<file path="src/verilog/jid_defines.svh">
// Constants for the test-port instruction decoder: opcodes, widths, fields
`ifndef JID_DEFINES_SVH
`define JID_DEFINES_SVH

// Instruction register
`define JID_IR_W 5
`define JID_IR_CAPTURE 5'h01

// Opcodes
`define JID_OP_DEVICE_IDENTITY_WORD 5'h00
`define JID_OP_BOARD_TAG_WORD 5'h03
`define JID_OP_ADDR_LOAD 5'h04
`define JID_OP_MEM_FETCH 5'h05
`define JID_OP_MEM_STORE 5'h06
`define JID_OP_RESTART 5'h07
`define JID_OP_SNAPSHOT 5'h08
`define JID_OP_EXT_ON 5'h09
`define JID_OP_EXT_OFF 5'h0a
`define JID_OP_NVM_ON 5'h0b
`define JID_OP_NVM_OFF 5'h0c
`define JID_OP_BYPASS 5'h1f

// Data path selection codes
`define JID_SEL_BYPASS 2'h0
`define JID_SEL_WORD 2'h1
`define JID_SEL_BYTE 2'h2

// Data widths
`define JID_WORD_W 32
`define JID_BYTE_W 8
`define JID_SADDR_W 7
`define JID_FLOG_W 2

// Identity and user word fields
`define JID_ID_FIXED 1'h1
`define JID_USER_PAD_W 17

// Synchroniser width, one bit per synchronised pin
`define JID_SYNC_W 3

`endif

</file>
<file path="src/verilog/jid_pkg.sv">
// Types for the test-port instruction decoder
`default_nettype none

package jid_pkg;

	// Test port controller states, one-hot
	typedef enum logic [15:0] {
		JID_TAP_RESET = 16'h0001,
		JID_TAP_IDLE = 16'h0002,
		JID_SEL_DR = 16'h0004,
		JID_CAP_DR = 16'h0008,
		JID_SHF_DR = 16'h0010,
		JID_EX1_DR = 16'h0020,
		JID_PAU_DR = 16'h0040,
		JID_EX2_DR = 16'h0080,
		JID_UPD_DR = 16'h0100,
		JID_SEL_IR = 16'h0200,
		JID_CAP_IR = 16'h0400,
		JID_SHF_IR = 16'h0800,
		JID_EX1_IR = 16'h1000,
		JID_PAU_IR = 16'h2000,
		JID_EX2_IR = 16'h4000,
		JID_UPD_IR = 16'h8000
	} jid_tap_state_t;

endpackage

`default_nettype wire

</file>
<file path="src/verilog/jid_decoder.sv">
// Serial test port: instruction register, decoder and data registers
//
// How it works
// - Five-bit instruction register: a shift stage plus a latched current instruction.
// - In shift-IR the shift stage sits between data in and out, shifting per rising edge.
// - Leaving exit1/exit2-IR into update-IR, the falling edge latches the instruction.
// - Opcode 1Fh routes data in to out through a one-bit bypass register.
// - Opcode 00h selects the identity register, loaded at capture-DR, shifted out.
// - In test-logic-reset the identification opcode is forced into the instruction.
// - Identity word: fixed 1, 11-bit maker, 16-bit part, 4-bit version.
// - Opcode 03h selects a 32-bit user-code register loaded at capture-DR.
// - User word: firmware tag byte low, slave address above, zeros on top.
// - Opcode 04h shifts an 8-bit address register that sets the memory pointer.
// - Opcode 05h shifts an 8-bit read register holding the byte at the pointer.
// - Opcode 06h shifts an 8-bit write register supplying the byte to store.
// - Latching opcode 07h restarts the device at once.
// - Opcode 08h triggers a fault log using the fault log control selection.
// - Opcode 09h enables the extended page, 0Ah disables it.
// - Opcode 0Bh maps every address to non-volatile memory, 0Ch undoes it.
// - Five rising clock edges with mode select high reach test-logic-reset.
// - Update-DR latches the shifted data on the falling edge, never while shifting.
`timescale 1ns/10ps
`default_nettype none
`include "jid_defines.svh"

module jid_decoder #(
	parameter logic [10:0] MAKER_ID = 11'h2a5, // Arbitrary value
	parameter logic [15:0] PART_ID = 16'h1234, // Arbitrary value
	parameter logic [3:0] VERSION_ID = 4'h2 // Arbitrary value
) (
	// Clock and reset
	input wire logic ref_clk_i,
	input wire logic rst_n_i,
	// Serial test pins
	input wire logic tck_i,
	input wire logic tms_i,
	input wire logic tdi_i,
	output logic tdo_o,
	output logic tdo_oe_o,
	// Device state used by the data registers and the fault log action
	input wire logic [`JID_BYTE_W-1:0] firmware_tag_i,
	input wire logic [`JID_SADDR_W-1:0] slave_addr_i,
	input wire logic [`JID_BYTE_W-1:0] mem_rdata_i,
	input wire logic [`JID_FLOG_W-1:0] fault_log_ctrl_i,
	// Current instruction
	output logic [`JID_IR_W-1:0] instr_o,
	// Memory access
	output logic [`JID_BYTE_W-1:0] mem_addr_o,
	output logic mem_addr_load_o,
	output logic mem_read_o,
	output logic [`JID_BYTE_W-1:0] mem_wdata_o,
	output logic mem_write_o,
	// Device actions
	output logic soft_restart_o,
	output logic fault_snapshot_o,
	output logic [`JID_FLOG_W-1:0] fault_sel_o,
	output logic ext_page_o,
	output logic nvm_page_o
);

	////////////////////////////////////////////////////////////////////
	// Functions

	// Next controller state from the mode select level
	function automatic jid_pkg::jid_tap_state_t tap_next(
		input jid_pkg::jid_tap_state_t st,
		input logic tms
	);
		case (st)
			jid_pkg::JID_TAP_RESET: tap_next = tms ? jid_pkg::JID_TAP_RESET : jid_pkg::JID_TAP_IDLE;
			jid_pkg::JID_TAP_IDLE: tap_next = tms ? jid_pkg::JID_SEL_DR : jid_pkg::JID_TAP_IDLE;
			jid_pkg::JID_SEL_DR: tap_next = tms ? jid_pkg::JID_SEL_IR : jid_pkg::JID_CAP_DR;
			jid_pkg::JID_CAP_DR: tap_next = tms ? jid_pkg::JID_EX1_DR : jid_pkg::JID_SHF_DR;
			jid_pkg::JID_SHF_DR: tap_next = tms ? jid_pkg::JID_EX1_DR : jid_pkg::JID_SHF_DR;
			jid_pkg::JID_EX1_DR: tap_next = tms ? jid_pkg::JID_UPD_DR : jid_pkg::JID_PAU_DR;
			jid_pkg::JID_PAU_DR: tap_next = tms ? jid_pkg::JID_EX2_DR : jid_pkg::JID_PAU_DR;
			jid_pkg::JID_EX2_DR: tap_next = tms ? jid_pkg::JID_UPD_DR : jid_pkg::JID_SHF_DR;
			jid_pkg::JID_UPD_DR: tap_next = tms ? jid_pkg::JID_SEL_DR : jid_pkg::JID_TAP_IDLE;
			jid_pkg::JID_SEL_IR: tap_next = tms ? jid_pkg::JID_TAP_RESET : jid_pkg::JID_CAP_IR;
			jid_pkg::JID_CAP_IR: tap_next = tms ? jid_pkg::JID_EX1_IR : jid_pkg::JID_SHF_IR;
			jid_pkg::JID_SHF_IR: tap_next = tms ? jid_pkg::JID_EX1_IR : jid_pkg::JID_SHF_IR;
			jid_pkg::JID_EX1_IR: tap_next = tms ? jid_pkg::JID_UPD_IR : jid_pkg::JID_PAU_IR;
			jid_pkg::JID_PAU_IR: tap_next = tms ? jid_pkg::JID_EX2_IR : jid_pkg::JID_PAU_IR;
			jid_pkg::JID_EX2_IR: tap_next = tms ? jid_pkg::JID_UPD_IR : jid_pkg::JID_SHF_IR;
			jid_pkg::JID_UPD_IR: tap_next = tms ? jid_pkg::JID_SEL_DR : jid_pkg::JID_TAP_IDLE;
			default: tap_next = jid_pkg::JID_TAP_RESET;
		endcase
	endfunction

	// Data path length chosen by an instruction
	function automatic logic [1:0] dr_sel(input logic [`JID_IR_W-1:0] op);
		case (op)
			`JID_OP_DEVICE_IDENTITY_WORD,
			`JID_OP_BOARD_TAG_WORD: dr_sel = `JID_SEL_WORD;
			`JID_OP_ADDR_LOAD,
			`JID_OP_MEM_FETCH,
			`JID_OP_MEM_STORE: dr_sel = `JID_SEL_BYTE;
			default: dr_sel = `JID_SEL_BYPASS;
		endcase
	endfunction

	////////////////////////////////////////////////////////////////////
	// Declarations

	logic [`JID_SYNC_W-1:0] sync1_reg;
	logic [`JID_SYNC_W-1:0] sync2_reg;
	logic tck_d_reg;
	logic tck_rise;
	logic tck_fall;
	logic tms_s;
	logic tdi_s;
	jid_pkg::jid_tap_state_t state_reg;
	logic [`JID_IR_W-1:0] ir_sh_reg;
	logic [`JID_WORD_W-1:0] dr_sh_reg;
	logic [`JID_WORD_W-1:0] dr_sh_next;
	logic [1:0] sel;
	logic [`JID_WORD_W-1:0] id_word;
	logic [`JID_WORD_W-1:0] user_word;

	////////////////////////////////////////////////////////////////////
	// Pin synchronisers; edges are found on the second stage only

	// The test clock is far slower than ours, so sampling it is safe
	always_ff @(posedge ref_clk_i or negedge rst_n_i)
	begin
		if (!rst_n_i)
		begin
			sync1_reg <= 3'h0;
			sync2_reg <= 3'h0;
			tck_d_reg <= 1'h0;
		end
		else
		begin
			sync1_reg <= {tdi_i, tms_i, tck_i};
			sync2_reg <= sync1_reg;
			tck_d_reg <= sync2_reg[0];
		end
	end

	// Edge strobes and aligned pin levels
	assign tck_rise = sync2_reg[0] & ~tck_d_reg;
	assign tck_fall = ~sync2_reg[0] & tck_d_reg;
	assign tms_s = sync2_reg[1];
	assign tdi_s = sync2_reg[2];

	////////////////////////////////////////////////////////////////////
	// Controller state

	// Five highs on mode select walk any state into reset
	always_ff @(posedge ref_clk_i or negedge rst_n_i)
	begin
		if (!rst_n_i)
			state_reg <= jid_pkg::JID_TAP_RESET;
		else if (tck_rise)
			state_reg <= tap_next(state_reg, tms_s);
	end

	////////////////////////////////////////////////////////////////////
	// Instruction register

	// Shift stage: capture a fixed pattern, then shift toward data out
	always_ff @(posedge ref_clk_i or negedge rst_n_i)
	begin
		if (!rst_n_i)
			ir_sh_reg <= `JID_IR_CAPTURE;
		else if (tck_rise)
		begin
			case (state_reg)
				jid_pkg::JID_CAP_IR: ir_sh_reg <= `JID_IR_CAPTURE;
				jid_pkg::JID_SHF_IR: ir_sh_reg <= {tdi_s, ir_sh_reg[`JID_IR_W-1:1]};
				default: ir_sh_reg <= ir_sh_reg;
			endcase
		end
	end

	// Parallel stage; reset wins so the port always wakes on identity
	always_ff @(posedge ref_clk_i or negedge rst_n_i)
	begin
		if (!rst_n_i)
			instr_o <= `JID_OP_DEVICE_IDENTITY_WORD;
		else if (state_reg == jid_pkg::JID_TAP_RESET)
			instr_o <= `JID_OP_DEVICE_IDENTITY_WORD;
		else if (tck_fall && state_reg == jid_pkg::JID_UPD_IR)
			instr_o <= ir_sh_reg;
	end

	////////////////////////////////////////////////////////////////////
	// Actions taken when an instruction is latched

	// One-cycle pulses for restart and fault log, levels for the pages
	always_ff @(posedge ref_clk_i or negedge rst_n_i)
	begin
		if (!rst_n_i)
		begin
			soft_restart_o <= 1'h0;
			fault_snapshot_o <= 1'h0;
			fault_sel_o <= 2'h0;
			ext_page_o <= 1'h0;
			nvm_page_o <= 1'h0;
		end
		else
		begin
			soft_restart_o <= 1'h0;
			fault_snapshot_o <= 1'h0;
			if (tck_fall && state_reg == jid_pkg::JID_UPD_IR)
			begin
				case (ir_sh_reg)
					`JID_OP_RESTART: soft_restart_o <= 1'h1;
					`JID_OP_SNAPSHOT:
					begin
						fault_snapshot_o <= 1'h1;
						fault_sel_o <= fault_log_ctrl_i;
					end
					`JID_OP_EXT_ON: ext_page_o <= 1'h1;
					`JID_OP_EXT_OFF: ext_page_o <= 1'h0;
					`JID_OP_NVM_ON: nvm_page_o <= 1'h1;
					`JID_OP_NVM_OFF: nvm_page_o <= 1'h0;
					default: fault_sel_o <= fault_sel_o;
				endcase
			end
		end
	end

	////////////////////////////////////////////////////////////////////
	// Data registers

	// Words presented at capture
	assign id_word = {VERSION_ID, PART_ID, MAKER_ID, `JID_ID_FIXED};
	assign user_word = {{`JID_USER_PAD_W{1'b0}}, slave_addr_i, firmware_tag_i};
	assign sel = dr_sel(instr_o);

	// Shift one place; data in enters at the top of the selected length
	always_comb
	begin
		case (sel)
			`JID_SEL_WORD: dr_sh_next = {tdi_s, dr_sh_reg[`JID_WORD_W-1:1]};
			`JID_SEL_BYTE: dr_sh_next = {24'h0, tdi_s, dr_sh_reg[`JID_BYTE_W-1:1]};
			default: dr_sh_next = {31'h0, tdi_s};
		endcase
	end

	// One shared shift path serves every data register
	always_ff @(posedge ref_clk_i or negedge rst_n_i)
	begin
		if (!rst_n_i)
			dr_sh_reg <= 32'h0;
		else if (tck_rise)
		begin
			case (state_reg)
				jid_pkg::JID_CAP_DR:
				begin
					case (instr_o)
						`JID_OP_DEVICE_IDENTITY_WORD: dr_sh_reg <= id_word;
						`JID_OP_BOARD_TAG_WORD: dr_sh_reg <= user_word;
						`JID_OP_ADDR_LOAD: dr_sh_reg <= {24'h0, mem_addr_o};
						`JID_OP_MEM_FETCH: dr_sh_reg <= {24'h0, mem_rdata_i};
						default: dr_sh_reg <= 32'h0;
					endcase
				end
				jid_pkg::JID_SHF_DR: dr_sh_reg <= dr_sh_next;
				default: dr_sh_reg <= dr_sh_reg;
			endcase
		end
	end

	// A read capture consumes the byte, letting memory advance the pointer
	always_ff @(posedge ref_clk_i or negedge rst_n_i)
	begin
		if (!rst_n_i)
			mem_read_o <= 1'h0;
		else
			mem_read_o <= tck_rise && state_reg == jid_pkg::JID_CAP_DR
				&& instr_o == `JID_OP_MEM_FETCH;
	end

	// Output latches move only on the update falling edge
	always_ff @(posedge ref_clk_i or negedge rst_n_i)
	begin
		if (!rst_n_i)
		begin
			mem_addr_o <= 8'h0;
			mem_addr_load_o <= 1'h0;
			mem_wdata_o <= 8'h0;
			mem_write_o <= 1'h0;
		end
		else
		begin
			mem_addr_load_o <= 1'h0;
			mem_write_o <= 1'h0;
			if (tck_fall && state_reg == jid_pkg::JID_UPD_DR)
			begin
				if (instr_o == `JID_OP_ADDR_LOAD)
				begin
					mem_addr_o <= dr_sh_reg[`JID_BYTE_W-1:0];
					mem_addr_load_o <= 1'h1;
				end
				if (instr_o == `JID_OP_MEM_STORE)
				begin
					mem_wdata_o <= dr_sh_reg[`JID_BYTE_W-1:0];
					mem_write_o <= 1'h1;
				end
			end
		end
	end

	////////////////////////////////////////////////////////////////////
	// Serial data out

	// Changes on the falling edge so the host samples a settled bit
	always_ff @(posedge ref_clk_i or negedge rst_n_i)
	begin
		if (!rst_n_i)
		begin
			tdo_o <= 1'h0;
			tdo_oe_o <= 1'h0;
		end
		else if (tck_fall)
		begin
			case (state_reg)
				jid_pkg::JID_SHF_IR:
				begin
					tdo_o <= ir_sh_reg[0];
					tdo_oe_o <= 1'h1;
				end
				jid_pkg::JID_SHF_DR:
				begin
					tdo_o <= dr_sh_reg[0];
					tdo_oe_o <= 1'h1;
				end
				default:
				begin
					tdo_o <= tdo_o;
					tdo_oe_o <= 1'h0;
				end
			endcase
		end
	end

endmodule

`default_nettype wire

</file>
<file path="config.mk">
export PLATFORM = sky130hd
export DESIGN_NAME = jid_decoder
export DESIGN_NICKNAME = d
export VERILOG_FILES = /design/src/verilog/jid_pkg.sv /design/src/verilog/jid_decoder.sv
export VERILOG_INCLUDE_DIRS = /design/src /design/src/verilog
export SDC_FILE = /design/constraint.sdc
export NUM_CORES = 1
export LEC_CHECK = 0
export ABC_CLOCK_PERIOD_IN_PS = 3300
export BUFFER_PORTS_ARGS = -buffer_cell sky130_fd_sc_hd__buf_4
export CAP_MARGIN = 15
export CORE_UTILIZATION = 58
export DETAILED_ROUTE_END_ITERATION = 16
export GPL_ROUTABILITY_DRIVEN = 0
export GPL_TIMING_DRIVEN = 0
export PLACE_DENSITY_LB_ADDON = 0.12
export SLEW_MARGIN = 25
export SYNTH_ARGS = -nofsm -noshare
export SYNTH_HDL_FRONTEND = slang
export SYNTH_SLANG_ARGS = --single-unit
</file>
<file path="constraint.sdc">
create_clock -name ref_clk_i -period 3.3 [get_ports ref_clk_i]
set_input_delay 0 -clock ref_clk_i [delete_from_list [all_inputs] [get_ports ref_clk_i]]
set_output_delay 0 -clock ref_clk_i [all_outputs]
set_load 0.02 [all_outputs]
</file>
* Word-level counts from Yosys, hierarchy flattened *
Index checks and enable logic that the tools add are counted.

word-level totals
  flip-flop bits (word level) = 92
  logic and storage cells = 108
  output and inout bits = 32

cells by class
  reductions and logical operators = 25
  equal/unequal tests = 28
  multiplexer cells = 32
  bitwise operators = 4

operator list
  kind                                              number
  case mux 16 bit (12 select lines)                 1
  case mux 32 bit (2 select lines)                  2
  case mux 30 bit (4 select lines)                  1
  two-way mux 16 bit                                2
  == test 5 x 4 -> 1 bit (second input constant)    5
  == test 5 x 3 -> 1 bit (second input constant)    4
  two-way mux 9 bit                                 2
  == test 16 x 1 -> 1 bit (second input constant)   1
  == test 16 x 10 -> 1 bit (second input constant)  1
  == test 16 x 11 -> 1 bit (second input constant)  1
  == test 16 x 12 -> 1 bit (second input constant)  1
  == test 16 x 13 -> 1 bit (second input constant)  1
  == test 16 x 14 -> 1 bit (second input constant)  1
  == test 16 x 15 -> 1 bit (second input constant)  1
  == test 16 bit (second input constant)            1
  == test 16 x 2 -> 1 bit (second input constant)   1
  == test 16 x 3 -> 1 bit (second input constant)   1
  == test 16 x 4 -> 1 bit (second input constant)   1
  == test 16 x 5 -> 1 bit (second input constant)   1
  == test 16 x 6 -> 1 bit (second input constant)   1
  == test 16 x 7 -> 1 bit (second input constant)   1
  == test 16 x 8 -> 1 bit (second input constant)   1
  == test 16 x 9 -> 1 bit (second input constant)   1
  AND reduction 2 bit                               8
  other kinds (23)                                  48

* Logic depth before layout (Yosys ltp) *
  depth after elaboration = 6
  gate-level depth with buffers = 13
  depth with buffers taken out = 10

* Least setup slack after synthesis *
No wires, ideal clock.

  path kind = register to register
  from = reg instr_o[0]
  to = reg dr_sh_reg[0]
  cell stages (with the launch flop) = 14
  clock period less this slack = 2721 ps
  data arrival time = 2644 ps
  path slack = 579 ps
  data required time = 3223 ps
  setup time = 77 ps
  path buffers = 4
  path through = dfrtp_1 clkbuf_1 and2_1 clkbuf_1 and2_1 clkbuf_1 nand2b_1 ha_1 clkbuf_1 nor2_1 nor2_1 a22o_1 a22oi_1 a21oi_1

on the way
  cells in the longest elaborated chain, start to end = 6

RTL lines
  element                                                   line                                   RTL
  start: declaration                                        jid_decoder.sv:46                      output logic [`JID_IR_W-1:0] instr_o,
  start signal: assignment                                  jid_decoder.sv:180                     instr_o <= `JID_OP_DEVICE_IDENTITY_WORD;
  start signal: assignment                                  jid_decoder.sv:182                     instr_o <= `JID_OP_DEVICE_IDENTITY_WORD;
  start signal: assignment                                  jid_decoder.sv:184                     instr_o <= ir_sh_reg;
  == test 5 x 3 -> 1 bit (tied with other cells)            jid_decoder.sv:92, jid_decoder.sv:252
  OR reduction 3 bit or OR reduction 2 bit (tied branches)  jid_decoder.sv:92                      case (op)
  case mux 2 bit (2 select lines)                           jid_decoder.sv:92
  == test 2 bit or == test 2 x 1 -> 1 bit (tied branches)   jid_decoder.sv:235                     case (sel)
  case mux 32 bit (2 select lines)                          jid_decoder.sv:235
  case mux 32 bit (2 select lines) *                        jid_decoder.sv:249                     case (state_reg)
  end signal: assignment                                    jid_decoder.sv:253                     `JID_OP_DEVICE_IDENTITY_WORD: dr_sh_reg <= id_word;
  end signal: assignment                                    jid_decoder.sv:254                     `JID_OP_BOARD_TAG_WORD: dr_sh_reg <= user_word;
  end signal: assignment                                    jid_decoder.sv:255                     `JID_OP_ADDR_LOAD: dr_sh_reg <= {24'h0, mem_addr_o};
  end: declaration                                          jid_decoder.sv:114                     logic [`JID_WORD_W-1:0] dr_sh_reg;

Every way passes the cells marked *; elsewhere a longest branch is shown, timed or not.
A chain may end at the register's enable or synchronous reset.

* Final worst setup path *
  from = reg state_reg[10]
  to = reg dr_sh_reg[17]

on the way
  cells in the longest elaborated chain, start to end = 3

RTL lines
  element                                                             line                RTL
  start: declaration                                                  jid_decoder.sv:112  jid_pkg::jid_tap_state_t state_reg;
  start signal: assignment                                            jid_decoder.sv:153  state_reg <= jid_pkg::JID_TAP_RESET;
  start signal: assignment                                            jid_decoder.sv:155  state_reg <= tap_next(state_reg, tms_s);
  == test 16 x 4 -> 1 bit or == test 16 x 5 -> 1 bit (tied branches)  jid_decoder.sv:249
  nonzero test 2 bit (no source line)                                 --
  AND reduction 2 bit (no source line)                                --

Parallel ways exist; a longest one is shown, timed or not.

==> results.cfg <==
[die]
pin_count = 62
rows = 32
start_util_pct = 59.5
fp.coreArea_sq_mm = 0.00769
dieWidth_um = 90.8
fp.dieH_um = 90.8
die_area_sq_mm = 0.00824

[cts]
clock_sinks = 92
clock_path_buffers = 2
htreeDepth = 3
post_cts_buffers = 0
clk_pin_slew_ns = 0.09
clock_latency_ns = 0.38
cts_buffers = 9
cts_tree = done
root_buffer = clkbuf_8

[power]
power.total_w = 0.00239
power.density_mw_per_mm2 = 439
irDropWorstVdd_uv = 259
p_leak_nw = 2.47

[cells_and_area]
layout_commonest_cell = dfrtp_1
antennaDiodeCount = 0
area_growth_syn_to_layout_pct = 19.2
final_layout_size_suffix_gt1_share_pct = 21.6
final_nets = 586
nFillCells = 617
largest_reg_flops = 32
final_cell_mix = dfrtp_1 (90), nand2_1 (70), buf_4 (60), nor2_1 (38), o21ai_0 (36)
fin_cells = 661

[synthesis]
ys.flop_type = dfrtp_1
synth-edff-count = 0
yosysUniqueCellTypes = 52
yosys_warnings = 0
async_reset_ff_share_pct = 100
yosysSeqAreaShare_pct = 50.4
syn_area_sq_mm = 0.00457
syn-instance-count = 478
syn-num-nets = 510
ys_ff_latch = 92
avgSynthCellArea_sq_um = 9.56

[routing]
ant_nets = 0
drt_iter0_drc = 311
dr.max_layer_used = met4
routedWlPerCell_um = 16.9
vias = 4015
drt-total-wl_um = 11200
via_per_inst = 6.07
post-route-drc-count = 0
route.met3.wl_um = 724
first_pass_iters = 5
wl_met2_um = 5350
m1WireLength_um = 4770

[timing]
rsz0062_at_grt = false
setup_tns_ns = 0
relSlewSlack_pct = 41.6
finalWorstPathRequiredPeriod_ns = 3.17
setup_ws_ns = 0.128
setup_viol = 0
slew_viol_final = 0
period_share_pct = 96.1
fin_worst_skew_ns = 0.0109
hold_viol = 0
max_freq_mhz = 315
tightest_slew_ns = 0.868

[critical_path]
setup.worst_path.start_class = flip-flop
cp_data_arrival_time_ns = 3.47
r2r_slack_ns = 0.13
r2r_cells = 7
rr_startpoint = state_reg[10]
cp-startpoint = state_reg[10]
timing.rr.end = dr_sh_reg[17]
critPathRequiredTime_ns = 3.59
cp_max_fo = 10
critPathCaptureType = flip-flop
crit_type = flip-flop to flip-flop
crit_end = dr_sh_reg[17]

[global_route]
track_usage_pct = 28.1
grt_max_degree = 93
antenna_found_initial = 0
first_global_vias = 3784
grt_pass1_wl_um = 18300
grt_overflow = 0

[run]
max-cap-violations = 0

[worst_hold_path]
hold_class = input port to flip-flop

[placed_design]
dp_slack_ns = -0.0770
hpwl_um = 7620
portBuffers = 61
placedCellCount = 641

[run_status]
status = complete, no violations
[power breakdown]
| part | leakage (nW) | switching (W) | total, W | internal (W) |
|---|---|---|---|---|
| clock | 0.0962 | 0.000446 | 0.000740 | 0.000294 |
| combinational | 1.18 | 0.000262 | 0.000408 | 0.000146 |
| sequential | 1.20 | 0.0000427 | 0.00124 | 0.00120 |
[layout make-up]
type | count | area (sq um) | area share, %
multi-input cells | 341 | 2120 | 39.0
inverters | 7 | 26.3 | 0.482
repair buffers | 67 | 522 | 9.58
clock buffers | 9 | 124 | 2.27
well taps | 102 | 128 | 2.34
plain buffers | 36 | 149 | 2.73
clock inverters | 7 | 72.6 | 1.33
flip-flops and latches | 92 | 2300 | 42.3
[through the flow]
step | utilization, % | hold WS, ns | area [sq um]
global placement | 67.1 | 0.110 | 5160
detailed placement | 67.2 | 0.113 | 5170
finish | 70.9 | 0.0343 | 5450
global route | 70.9 | 0.0736 | 5450
CTS | 70.8 | 0.0292 | 5440
floorplan | - | -0.296 | 4570
[worst min path at each step]
stage / start / to / slack (ns) / cells after the start
after detailed placement: tdi_i / sync1_reg[2] / 0.11 / 1
after floorplan: rst_n_i / dr_sh_reg[0] / -0.30 / 0
final: slave_addr_i[1] / dr_sh_reg[9] / 0.03 / 4
after CTS: slave_addr_i[1] / dr_sh_reg[9] / 0.03 / 4
after global routing: firmware_tag_i[5] / dr_sh_reg[5] / 0.07 / 4
after global placement: tck_i / sync1_reg[0] / 0.11 / 1
[repair_timing]
| item | 4_1_cts | 5_1_grt |
|---|---|---|
| endpoints found under the setup margin | 12 | 32 |
| pin swaps | 0 | 1 |
| resized for setup | 3 | 4 |
| hold buffers | 6 | 0 |
| endpoints found under the hold margin | 95 | 0 |
[critical path, stage by stage (launching register included)]
cell	delay, ns
dfrtp_1	0.39
clkbuf_1	0.25
nor4_2	0.60
nand4_1	0.60
a21oi_2	0.54
clkbuf_1	0.49
nor2_1	0.08
a21oi_1	0.15
[layer usage]
layer,vias to the layer above,global-route usage [%]
li1,1890,-
met1,1926,37.4
met2,171,43.9
met3,28,5.13
met4,0,15.1
met5,-,0
[cell families (layout without fill, tap and decap cells)]
logic type | after synthesis | count (layout) | share of synthesized area (%)
buffers and inverters | 45 | 126 | 4.00
XOR/XNOR | 7 | 7 | 1.34
adder cells (fa/ha/maj) | 2 | 2 | 0.547
flip-flops | 92 | 92 | 50.4
AND/OR/NAND/NOR | 200 | 200 | 22.3
AO/OA/AOI/OAI | 102 | 102 | 14.2
multiplexers | 30 | 30 | 7.20
[Yosys cell counts, types with 7 or more instances]
master | count | area (sq um)
nor4_1 | 13 | 81.3
nand2_1 | 70 | 263
and3_1 | 8 | 50.1
a21oi_1 | 17 | 85.1
a31oi_1 | 12 | 75.1
dfrtp_1 | 90 | 2250
nor3_1 | 12 | 60.1
mux2_2 | 23 | 259
nor4b_1 | 7 | 61.3
clkbuf_1 | 32 | 120
inv_1 | 7 | 26.3
o21ai_0 | 36 | 180
nor2_1 | 39 | 146
nand3_1 | 15 | 75.1
mux2i_1 | 7 | 70.1
(Power assumes the default switching activity.)
